$ cat src/rtl/video_sync_pkg.sv
// Constants, register map and timing counts for the sync measurement block
package video_sync_pkg;
	localparam int          CLK_HZ            = 100_000_000;
	localparam int          CLK_NS            = 1_000_000_000 / CLK_HZ;
	// Register word offsets (index); byte address is four times the index
	localparam logic [7:0]  IDX_FRAME_HIGH    = 8'h0d;
	localparam logic [7:0]  IDX_FRAME_LOW     = 8'h0e;
	localparam logic [7:0]  IDX_LINE_HIGH     = 8'h0f;
	localparam logic [7:0]  IDX_LINE_LOW      = 8'h10;
	localparam logic [7:0]  IDX_CONTROL       = 8'h11;
	localparam logic [7:0]  IDX_IRQ_STATUS    = 8'h12;
	localparam logic [7:0]  IDX_IRQ_MASK      = 8'h13;
	// Control field positions
	localparam int          CTL_TEST_SYNC     = 0;
	localparam int          CTL_BACK_PORCH    = 1;
	localparam int          CTL_CLAMP_OE      = 2;
	localparam logic [2:0]  CTL_RESET         = 3'h0;
	// Interrupt status bit positions
	localparam int          IRQ_FRAME_DONE    = 0;
	localparam int          IRQ_FRAME_OVF     = 1;
	localparam int          IRQ_LINE_DONE     = 2;
	localparam int          IRQ_LINE_OVR      = 3;
	localparam int          IRQ_BITS          = 4;
	// Frame measurement
	localparam int          FRAME_TICK_CYC    = 16;
	localparam int          FRAME_BITS        = 13;
	localparam logic [12:0] FRAME_MAX         = 13'h1fff;
	localparam int          FRAME_OVF_BIT     = 7;
	// Line measurement
	localparam int          LINE_BITS         = 12;
	localparam logic [11:0] LINE_MAX          = 12'hfff;
	localparam int          WINDOW_US         = 32_000;
	localparam int          PERIOD_US         = 32_768;
	localparam int          WINDOW_CYC        = WINDOW_US * 1000 / CLK_NS;
	localparam int          PERIOD_CYC        = PERIOD_US * 1000 / CLK_NS;
	// Test sync timing, ns figures
	localparam int          TH_PERIOD_NS      = 18_000;
	localparam int          TH_LOW_NS         = 2_000;
	localparam int          TV_PERIOD_NS      = 13_823_610;
	localparam int          TV_LOW_NS         = 108_000;
	localparam int          TH_PERIOD_CYC     = TH_PERIOD_NS / CLK_NS;
	localparam int          TH_LOW_CYC        = (TH_LOW_NS + CLK_NS - 1) / CLK_NS;
	localparam int          TV_PERIOD_CYC     = TV_PERIOD_NS / CLK_NS;
	localparam int          TV_LOW_CYC        = (TV_LOW_NS + CLK_NS - 1) / CLK_NS;
	// Clamp pulse width in cycles
	localparam int          CLAMP_NS          = 500;
	localparam int          CLAMP_CYC         = (CLAMP_NS + CLK_NS - 1) / CLK_NS;
	typedef enum logic [1:0] {BUS_IDLE, BUS_ANSWER} bus_state_t;
endpackage

$ cat src/rtl/video_sync_measure.sv
// Sync measurement, clamp and test-sync generator with Avalon-MM slave
//
// The implementer's own choice: the Avalon-MM slave port.
`timescale 1ns/10ps
module video_sync_measure
	import video_sync_pkg::*;
#(
	parameter int WINDOW_CYCLES = WINDOW_CYC,
	parameter int PERIOD_CYCLES = PERIOD_CYC,
	parameter int TV_CYCLES     = TV_PERIOD_CYC
)
(
	input  wire logic        mclk,
	input  wire logic        rst_b,
	input  wire logic [7:0]  address,
	input  wire logic        read,
	input  wire logic        write,
	input  wire logic [31:0] writedata,
	input  wire logic [3:0]  byteenable,
	output logic      [31:0] readdata,
	output logic             waitrequest,
	input  wire logic        horiz_sync_in,
	input  wire logic        vert_sync_in,
	output logic             horiz_sync_out,
	output logic             vert_sync_out,
	output logic             shared_port_pin,
	output logic             shared_port_pin_oe,
	output logic             irq
);
	logic [1:0]          hs_sync;
	logic [1:0]          vs_sync;
	logic                hs_d;
	logic                vs_d;
	logic [2:0]          control;
	logic [3:0]          tick_div;
	logic [12:0]         frame_cnt;
	logic                frame_wrap;
	logic [4:0]          frame_high_bits;
	logic [7:0]          frame_buf;
	logic [7:0]          frame_low;
	logic                frame_overflow_flag;
	logic [11:0]         line_cnt;
	logic                line_over_range_flag;
	logic [6:0]          line_high_bits;
	logic [4:0]          line_buf;
	logic [4:0]          line_low;
	logic                line_high_ovr;
	logic [31:0]         win_cnt;
	logic [31:0]         th_cnt;
	logic [31:0]         tv_cnt;
	logic [31:0]         clamp_cnt;
	logic                clamp_pulse;
	logic [IRQ_BITS-1:0] irq_status;
	logic [IRQ_BITS-1:0] irq_mask;
	logic [IRQ_BITS-1:0] irq_event;
	bus_state_t          bus_state;
	logic                hs_rise;
	logic                hs_fall;
	logic                vs_fall;
	logic                tick;
	logic                win_end;
	logic                in_window;
	logic                bus_rd;
	logic                bus_wr;
	logic [7:0]          reg_idx;
	logic [31:0]         next_readdata;

	// Sync inputs come from pins: two flops before use
	// Reset to the idle high level, so no false edge or output pulse follows reset
	always_ff @(posedge mclk)
	begin
		if (!rst_b)
		begin
			hs_sync <= 2'h3;
			vs_sync <= 2'h3;
			hs_d    <= 1'b1;
			vs_d    <= 1'b1;
		end
		else
		begin
			hs_sync <= {hs_sync[0], horiz_sync_in};
			vs_sync <= {vs_sync[0], vert_sync_in};
			hs_d    <= hs_sync[1];
			vs_d    <= vs_sync[1];
		end
	end

	// Syncs are taken as negative pulses; leading edge is the fall
	assign hs_fall   = hs_d & ~hs_sync[1];
	assign hs_rise   = ~hs_d & hs_sync[1];
	assign vs_fall   = vs_d & ~vs_sync[1];
	assign tick      = (tick_div == 4'(FRAME_TICK_CYC - 1));
	assign win_end   = (win_cnt == PERIOD_CYCLES - 1);
	assign in_window = (win_cnt < WINDOW_CYCLES);
	assign bus_rd    = read && (bus_state == BUS_IDLE);
	// Writes land at the answer edge, where the master sees waitrequest low
	assign bus_wr    = write && (bus_state == BUS_ANSWER);
	assign reg_idx   = address >> 2;

	// Tick prescaler for the frame counter
	always_ff @(posedge mclk)
	begin
		if (!rst_b || vs_fall)
			tick_div <= 4'h0;
		else
			tick_div <= tick_div + 4'h1;
	end

	// Frame counter; saturates once past the top so a slow frame stays flagged
	always_ff @(posedge mclk)
	begin
		if (!rst_b)
		begin
			frame_cnt  <= 13'h0;
			frame_wrap <= 1'b0;
		end
		else if (vs_fall)
		begin
			frame_cnt  <= 13'h0;
			frame_wrap <= 1'b0;
		end
		else if (tick && !frame_wrap)
		begin
			if (frame_cnt == FRAME_MAX)
				frame_wrap <= 1'b1;
			else
				frame_cnt <= frame_cnt + 13'h1;
		end
	end

	// Frame result transfer and overflow flag
	always_ff @(posedge mclk)
	begin
		if (!rst_b)
		begin
			frame_high_bits     <= 5'h0;
			frame_buf           <= 8'h0;
			frame_overflow_flag <= 1'b0;
		end
		else if (vs_fall)
		begin
			frame_high_bits     <= frame_cnt[12:8];
			frame_buf           <= frame_cnt[7:0];
			frame_overflow_flag <= frame_wrap;
		end
		else if (tick && !frame_wrap && frame_cnt == FRAME_MAX)
			frame_overflow_flag <= 1'b1;
	end

	// Gate window timer
	always_ff @(posedge mclk)
	begin
		if (!rst_b || win_end)
			win_cnt <= 32'h0;
		else
			win_cnt <= win_cnt + 32'h1;
	end

	// Line counter counts leading edges only inside the gate window
	always_ff @(posedge mclk)
	begin
		if (!rst_b || win_end)
		begin
			line_cnt             <= 12'h0;
			line_over_range_flag <= 1'b0;
		end
		else if (hs_fall && in_window)
		begin
			if (line_cnt == LINE_MAX)
				line_over_range_flag <= 1'b1;
			else
				line_cnt <= line_cnt + 12'h1;
		end
	end

	// Line result transfer; over-range also goes straight to the high byte
	always_ff @(posedge mclk)
	begin
		if (!rst_b)
		begin
			line_high_bits <= 7'h0;
			line_buf       <= 5'h0;
			line_high_ovr  <= 1'b0;
		end
		else if (win_end)
		begin
			line_high_bits <= line_cnt[11:5];
			line_buf       <= line_cnt[4:0];
			line_high_ovr  <= line_over_range_flag;
		end
		else if (line_over_range_flag)
			line_high_ovr  <= 1'b1;
	end

	// Test sync generators
	always_ff @(posedge mclk)
	begin
		if (!rst_b || !control[CTL_TEST_SYNC])
		begin
			th_cnt <= 32'h0;
			tv_cnt <= 32'h0;
		end
		else
		begin
			th_cnt <= (th_cnt == TH_PERIOD_CYC - 1) ? 32'h0 : th_cnt + 32'h1;
			tv_cnt <= (tv_cnt == TV_CYCLES - 1) ? 32'h0 : tv_cnt + 32'h1;
		end
	end

	// Sync output selection
	always_ff @(posedge mclk)
	begin
		if (!rst_b)
		begin
			horiz_sync_out <= 1'b1;
			vert_sync_out  <= 1'b1;
		end
		else if (control[CTL_TEST_SYNC])
		begin
			horiz_sync_out <= (th_cnt >= TH_LOW_CYC);
			vert_sync_out  <= (tv_cnt >= TV_LOW_CYC);
		end
		else
		begin
			horiz_sync_out <= hs_sync[1];
			vert_sync_out  <= vs_sync[1];
		end
	end

	// Clamp pulse: fixed width, retriggered by the selected edge
	always_ff @(posedge mclk)
	begin
		if (!rst_b)
			clamp_cnt <= 32'h0;
		else if (control[CTL_BACK_PORCH] ? hs_rise : hs_fall)
			clamp_cnt <= 32'(CLAMP_CYC);
		else if (clamp_cnt != 32'h0)
			clamp_cnt <= clamp_cnt - 32'h1;
	end

	assign clamp_pulse = (clamp_cnt != 32'h0);

	always_ff @(posedge mclk)
	begin
		if (!rst_b)
		begin
			shared_port_pin    <= 1'b0;
			shared_port_pin_oe <= 1'b0;
		end
		else
		begin
			shared_port_pin    <= control[CTL_CLAMP_OE] & clamp_pulse;
			shared_port_pin_oe <= control[CTL_CLAMP_OE];
		end
	end

	// Interrupt events
	always_comb
	begin
		irq_event                 = '0;
		irq_event[IRQ_FRAME_DONE] = vs_fall;
		irq_event[IRQ_FRAME_OVF]  = tick && !frame_wrap && frame_cnt == FRAME_MAX;
		irq_event[IRQ_LINE_DONE]  = win_end;
		irq_event[IRQ_LINE_OVR]   = hs_fall && in_window && line_cnt == LINE_MAX;
	end

	// Sticky status, write one to clear; a new event beats the clear
	always_ff @(posedge mclk)
	begin
		if (!rst_b)
			irq_status <= '0;
		else if (bus_wr && reg_idx == IDX_IRQ_STATUS && byteenable[0])
			irq_status <= (irq_status & ~writedata[IRQ_BITS-1:0]) | irq_event;
		else
			irq_status <= irq_status | irq_event;
	end

	always_ff @(posedge mclk)
	begin
		if (!rst_b)
			irq <= 1'b0;
		else
			irq <= |(irq_status & irq_mask);
	end

	// Writable registers
	always_ff @(posedge mclk)
	begin
		if (!rst_b)
		begin
			control  <= CTL_RESET;
			irq_mask <= '0;
		end
		else if (bus_wr && byteenable[0])
		begin
			if (reg_idx == IDX_CONTROL)
				control <= writedata[2:0];
			else if (reg_idx == IDX_IRQ_MASK)
				irq_mask <= writedata[IRQ_BITS-1:0];
		end
	end

	// Low bytes are loaded only by a read of their high byte
	always_ff @(posedge mclk)
	begin
		if (!rst_b)
		begin
			frame_low <= 8'h0;
			line_low  <= 5'h0;
		end
		else if (bus_rd && reg_idx == IDX_FRAME_HIGH)
			frame_low <= frame_buf;
		else if (bus_rd && reg_idx == IDX_LINE_HIGH)
			line_low  <= line_buf;
	end

	// Read mux; unmapped words read zero
	always_comb
	begin
		next_readdata = 32'h0;
		if (reg_idx == IDX_FRAME_HIGH)
			next_readdata = {24'h0, frame_overflow_flag, 2'h0, frame_high_bits};
		else if (reg_idx == IDX_FRAME_LOW)
			next_readdata = {24'h0, frame_low};
		else if (reg_idx == IDX_LINE_HIGH)
			next_readdata = {24'h0, line_high_ovr, line_high_bits};
		else if (reg_idx == IDX_LINE_LOW)
			next_readdata = {27'h0, line_low};
		else if (reg_idx == IDX_CONTROL)
			next_readdata = {29'h0, control};
		else if (reg_idx == IDX_IRQ_STATUS)
			next_readdata = {28'h0, irq_status};
		else if (reg_idx == IDX_IRQ_MASK)
			next_readdata = {28'h0, irq_mask};
	end

	// One wait state: request taken, answer in the next cycle
	always_ff @(posedge mclk)
	begin
		if (!rst_b)
		begin
			bus_state   <= BUS_IDLE;
			waitrequest <= 1'b1;
			readdata    <= 32'h0;
		end
		else
		begin
			case (bus_state)
				BUS_IDLE:
				begin
					if (read || write)
					begin
						bus_state   <= BUS_ANSWER;
						waitrequest <= 1'b0;
						readdata    <= next_readdata;
					end
				end
				default:
				begin
					bus_state   <= BUS_IDLE;
					waitrequest <= 1'b1;
				end
			endcase
		end
	end
endmodule

$ cat config.mk
export PLATFORM = sky130hd
export DESIGN_NAME = video_sync_measure
export DESIGN_NICKNAME = d
export VERILOG_FILES = /design/src/rtl/video_sync_pkg.sv /design/src/rtl/video_sync_measure.sv
export SDC_FILE = /design/constraint.sdc
export NUM_CORES = 1
export LEC_CHECK = 0
export BUFFER_PORTS_ARGS = -buffer_cell sky130_fd_sc_hd__buf_4
export CAP_MARGIN = 30
export CORE_UTILIZATION = 64
export CTS_CLUSTER_DIAMETER = 120
export CTS_CLUSTER_SIZE = 8
export DETAILED_ROUTE_END_ITERATION = 10
export GPL_TIMING_DRIVEN = 0
export PLACE_DENSITY_LB_ADDON = 0.2
export SLEW_MARGIN = 20
export SYNTH_ARGS = -nofsm -noshare
export SYNTH_HDL_FRONTEND = slang
export SYNTH_SLANG_ARGS = --single-unit
$ cat constraint.sdc
create_clock -name mclk -period 5.02 [get_ports mclk]
set_input_delay 1.004 -clock mclk [delete_from_list [all_inputs] [get_ports mclk]]
set_output_delay 1.004 -clock mclk [all_outputs]
set_load 0.1 [all_outputs]
## After elaboration in Yosys (flattened, before gate mapping)

Cells that the tools add are included.

| word-level totals | value |
|---|---|
| bits of input ports | 50 |
| output and inout bits | 38 |
| register bits | 255 |
| logic and storage cells | 127 |

| operators by class | value |
|---|---|
| equal/unequal tests | 13 |
| add/subtract/negate cells | 7 |
| order comparisons | 3 |
| bitwise logic cells | 17 |
| reduce and logical (&&, ||, !) cells | 37 |
| multiplexer cells | 17 |

Operator list:

| operator | number |
|---|---|
| adder 32 x 1 -> 32 bit (second input constant) | 3 |
| == test 32 x 11 -> 1 bit (second input constant) | 1 |
| == test 32 x 21 -> 1 bit (second input constant) | 1 |
| == test 32 x 22 -> 1 bit (second input constant) | 1 |
| greater-or-equal comparator 32 x 14 -> 1 bit (second input constant) | 1 |
| greater-or-equal comparator 32 x 8 -> 1 bit (second input constant) | 1 |
| less-than comparator 32 x 22 -> 1 bit (second input constant) | 1 |
| nonzero test 32 bit | 1 |
| subtractor 32 x 1 -> 32 bit (second input constant) | 1 |
| == test 6 x 5 -> 1 bit (second input constant) | 4 |
| two-way mux 8 bit | 3 |
| == test 6 x 4 -> 1 bit (second input constant) | 3 |
| two-way mux 4 bit | 4 |
| AND reduction 2 bit | 8 |
| adder 13 x 1 -> 13 bit (second input constant) | 1 |
| == test 13 bit (second input constant) | 1 |
| adder 12 x 1 -> 12 bit (second input constant) | 1 |
| == test 12 bit (second input constant) | 1 |
| two-way mux 6 bit | 2 |
| logical AND 1 bit | 11 |
| bitwise AND 4 bit | 2 |
| NOT 1 bit | 8 |
| OR 4 bit | 2 |
| OR reduction 2 bit | 4 |
| other kinds (12) | 28 |

## Logic depth before layout (Yosys ltp)

| logic depth | value |
|---|---|
| depth after elaboration | 8 |
| gate-level depth with buffers | 9 |
| mapped depth without buffers | 7 |

## Worst setup path after synthesis

OpenSTA, ideal clock, no wires.

| timing | value |
|---|---|
| path type | in2reg |
| start point | input port address[7] |
| end point | register control[2] |
| data arrival time | 2.557 ns |
| cell stages on the path | 5 |
| buffers on the path | 0 |
| required time | 4.892 ns |
| library setup time | 0.128 ns |
| path slack | 2.335 ns |
| path through | nor4b_1 -> nand2_1 -> nor3b_1 -> mux2i_1 -> nor2_1 |

| on the way | value |
|---|---|
| cells in the longest elaborated chain, start to end | 2 |

Ends and longest elaborated chain:

| item | line | RTL |
|---|---|---|
| start: declaration | video_sync_measure.sv:15 | `input wire logic [7:0] address,` |
| == test 6 x 5 -> 1 bit | video_sync_measure.sv:296 | `if (reg_idx == IDX_CONTROL)` |
| AND reduction 2 bit (no source line) | n/a |  |
| end signal: assignment | video_sync_measure.sv:297 | `control <= writedata[2:0];` |
| end: declaration | video_sync_measure.sv:34 | `logic [2:0] control;` |

Every way passes these cells.
A chain may end at the register's enable or synchronous reset.

## Worst setup path after layout

| timing | value |
|---|---|
| start point | register win_cnt[0] |
| end point | register win_cnt[0] |

| on the way | value |
|---|---|
| cells in the longest elaborated chain, start to end | 2 |
| elaborated cells on any way between the ends | 3 |
| classes of those cells | 1 x add/sub; 1 x eq/ne; 1 x reduce/logical |

Ends and longest elaborated chain:

| item | line | RTL |
|---|---|---|
| start: declaration | video_sync_measure.sv:48 | `logic [31:0] win_cnt;` |
| start signal: assignment | video_sync_measure.sv:156 | `win_cnt <= win_cnt + 32'h1;` |
| branches (longest 2 deep; another with adder 32 x 1 -> 32 bit) | n/a |  |

Several ways; the timed one is not identified.

==> flow_metrics.py <==
metrics = {
    "routing": {
        "avgRoutedWirePerCell_um": 16.04,
        "drc": 0,
        "routed_wl_um": 24590,
        "ant_nets": 0,
        "drt-initial-drc-count": 688,
        "firstDrtPassIters": 5,
        "post_drt_via_cell_ratio": 5.928,
        "num_vias": 9087,
    },
    "worst_setup_path": {
        "crit_required_ns": 5.39,
        "path_class": "flop to flop",
        "critPathTopFamily": "simple AND/OR/NAND/NOR gates",
        "arrival_ns": 3.65,
        "crit_top_cell": "buf_2",
        "crit_chain": "ha_1 -> nand3_1 -> nor4_2 -> nand4_1 -> nand2_1 -> buf_2 -> buf_2 -> nor2_1",
        "endpoint_kind": "flop",
        "slowest_stage": "nor4_2",
        "cpPeakStageDelay_ns": 0.78,
        "crit_path_start_kind": "flop",
        "path_max_fanout": 10,
        "cp.buffers_inverters": 2,
    },
    "cts": {
        "path_clk_slew_ns": 0.05,
        "cts_resized": 0,
        "clk_latency_ns": 0.50,
        "htree_levels": 2,
        "cts.sinks": 231,
        "cts_setup_buffers": 0,
        "cts_buffer_depth": 3,
        "holdBufCountCts": 0,
        "tritoncts": "yes",
        "cts_buffers": 34,
        "cts_root_buffer": "clkbuf_16",
    },
    "sta": {
        "final-setup-viol-count": 0,
        "rsz0062_at_grt": "no",
        "setup_slack_ns": 1.742,
        "skew_ns": 0.01150,
        "maxSlewHeadroom_pct": 38.46,
        "period_needed_ns": 3.278,
        "finalHoldViolations": 0,
        "worst_pin_slew_ns": 0.9147,
        "hold_ws_ns": 0.4152,
        "max_freq_ghz": 0.3051,
        "finalSetupTns_ns": 0,
        "min_period_over_period_pct": 65.30,
        "finalMaxSlewViolations": 0,
    },
    "grt": {
        "antenna_found_initial": 0,
        "grt_overflow": 0,
        "grt_max_degree": 11,
        "grt_pass1_vias": 8583,
        "met3_usage_pct": 5.412,
        "grt_pass1_wl_um": 39900,
        "busiest_layer": "met2",
        "met2_usage_pct": 50.25,
        "use_met1_pct": 36.31,
        "track_usage_pct": 29.34,
    },
    "pwr": {
        "ir_drop_mv": 0.3100,
        "leakagePower_nw": 4.370,
        "p_per_area_nw_per_um2": 445.7,
    },
    "floorplan": {
        "die_y_um": 130.2,
        "start_util_pct": 66.01,
        "die_x_um": 130.2,
        "core-area_um2": 15940,
        "io_pins": 88,
        "std_cell_rows": 46,
        "die_area_um2": 16960,
    },
    "synth": {
        "yosysTopAreaCell": "dfxtp_1",
        "synth_top_area_share_pct": 43.94,
        "synth_cell_type_count": 62,
        "synth_edf_count": 0,
        "syn-instance-count": 1226,
        "ys_async_sr_fraction_pct": 0,
        "syn_area_um2": 10520,
        "synthTopCellsByArea": "dfxtp_1 44%, nor2_1 6.0%, xor2_1 4.9%",
        "ys.flop_type": "dfxtp_1",
        "syn_area_per_cell_um2": 8.584,
        "synthTopCellsByCount": "231 x dfxtp_1, 168 x nor2_1, 124 x nand2_1",
        "yosysMostFrequentCell": "dfxtp_1",
        "synth_warnings": 0,
        "ys_seq_elements": 231,
        "ys_seq_area_share_pct": 43.94,
    },
    "cells_and_area": {
        "final_util_pct": 75.29,
        "area.growth.synth_to_final_pct": 14.06,
        "drive_gt1_share_pct": 9.643,
        "stdcell_count": 1533,
        "nets": 1376,
        "antennaDiodeCount": 0,
    },
    "flow_run": {
        "drv_cap": 0,
    },
    "placed_design": {
        "dp_hpwl_um": 16860,
        "dp.cells": 1495,
        "dpl_worst_slack_ns": 1.799,
        "gp_congestion": 0.8446,
        "io_buffers": 29,
    },
    "outcome": {
        "status": "completed",
    },
    "worst_hold_path": {
        "hp-class": "flop to flop",
    },
}
-- metal layers --
metal | vias up | wire [um]
met5 | - | 0
met4 | 0 | 649
met3 | 54 | 1344
met2 | 255 | 11810
met1 | 4305 | 10790
li1 | 4473 | -
-- report_power, final --
| group | leakage, nW | total, mW | switching (mW) | internal (mW) |
|---|---|---|---|---|
| Combinational | 2.07 | 1.29 | 0.819 | 0.475 |
| Sequential | 1.87 | 2.08 | 0.115 | 1.96 |
| Clock | 0.437 | 1.98 | 0.757 | 1.22 |
| Total | 4.37 | 5.35 | 1.69 | 3.66 |
-- worst reg2reg max path, cell delays in order, from the launching register on --
cell     delay (ns)
dfxtp_1        0.37
ha_1           0.21
nand3_1        0.27
nor4_2         0.78
nand4_1        0.61
nand2_1        0.30
buf_2          0.28
buf_2          0.26
nor2_1         0.07
-- cell families (layout without fill, tap and decap cells) --
family / count (synthesis) / after routing / synth area share, %
AO/OA/AOI/OAI: 168 / 168 / 9.737
XOR/XNOR: 99 / 99 / 8.239
adder cells (fa/ha/maj): 10 / 10 / 1.189
buffers and inverters: 95 / 163 / 4.399
flip-flops: 231 / 231 / 43.94
multiplexers: 40 / 40 / 4.114
other: 1 / 24 / 0.03563
AND/OR/NAND/NOR: 582 / 582 / 28.34
-- cell type report --
class / instances / area, um^2
Clock buffer: 36 / 879.6
Inverter: 21 / 78.83
Clock inverter: 1 / 8.758
Fill cell: 1190 / 3939
Buffer: 74 / 384.1
Multi-Input combinational cell: 923 / 5529
Sequential cell: 231 / 4624
Tap cell: 216 / 270.3
Timing Repair Buffer: 31 / 229.0
-- metrics by stage --
step / cell area, um^2 / power (mW)
3_3_place_gp: 11100 / 3.341
2_1_floorplan: 10610 / 3.110
5_1_grt: 12000 / 5.591
3_5_place_dp: 11110 / 3.378
4_1_cts: 12000 / 5.340
6_report: 12000 / 5.350
-- sequential cells by signal, summed over array words and instances, names as in the netlist, 2 cells and up --
signal / flops
irq_status: 4
line_low: 5
control: 3
win_cnt: 32
frame_cnt: 13
tick_div: 4
vs_sync: 2
th_cnt: 32
line_high_bits: 7
frame_high_bits: 5
line_cnt: 12
irq_mask: 4
frame_low: 8
readdata: 8
frame_buf: 8
hs_sync: 2
clamp_cnt: 32
line_buf: 5
tv_cnt: 32
-- worst paths after layout --
check | start | endpoint | slack, ns | cells past startpoint
setup / recovery | win_cnt[0] | win_cnt[0] | 1.74 | 8
hold / removal | hs_sync[0] | hs_sync[1] | 0.42 | 1
setup reg to reg | win_cnt[0] | win_cnt[0] | 1.74 | 8
hold reg to reg | hs_sync[0] | hs_sync[1] | 0.42 | 1
-- placed cells by master (no fill, tap or decap), types with 6 or more instances in the layout --
cell type / Yosys / layout
nand2_1: 124 / 124
or3_1: 26 / 26
xor2_1: 59 / 59
conb_1: 1 / 24
ha_1: 10 / 10
mux2_2: 6 / 6
nor2b_1: 7 / 7
or4_1: 25 / 25
mux2i_1: 32 / 32
o31ai_1: 17 / 17
buf_4: 25 / 54
dfxtp_1: 231 / 231
o21ai_0: 30 / 30
nor2_1: 168 / 168
buf_1: 5 / 6
o211ai_1: 13 / 13
and3_1: 20 / 20
and4_1: 13 / 13
nand2b_1: 9 / 9
clkbuf_1: 39 / 40
nor3_1: 27 / 27
xnor2_1: 40 / 40
nand4_1: 48 / 48
nor4_1: 29 / 29
nand3_1: 37 / 37
or2_2: 8 / 8
a21oi_1: 76 / 76
clkbuf_16: 0 / 35
inv_1: 20 / 20
and2_1: 14 / 14
Power figures use the tool's default switching activity.
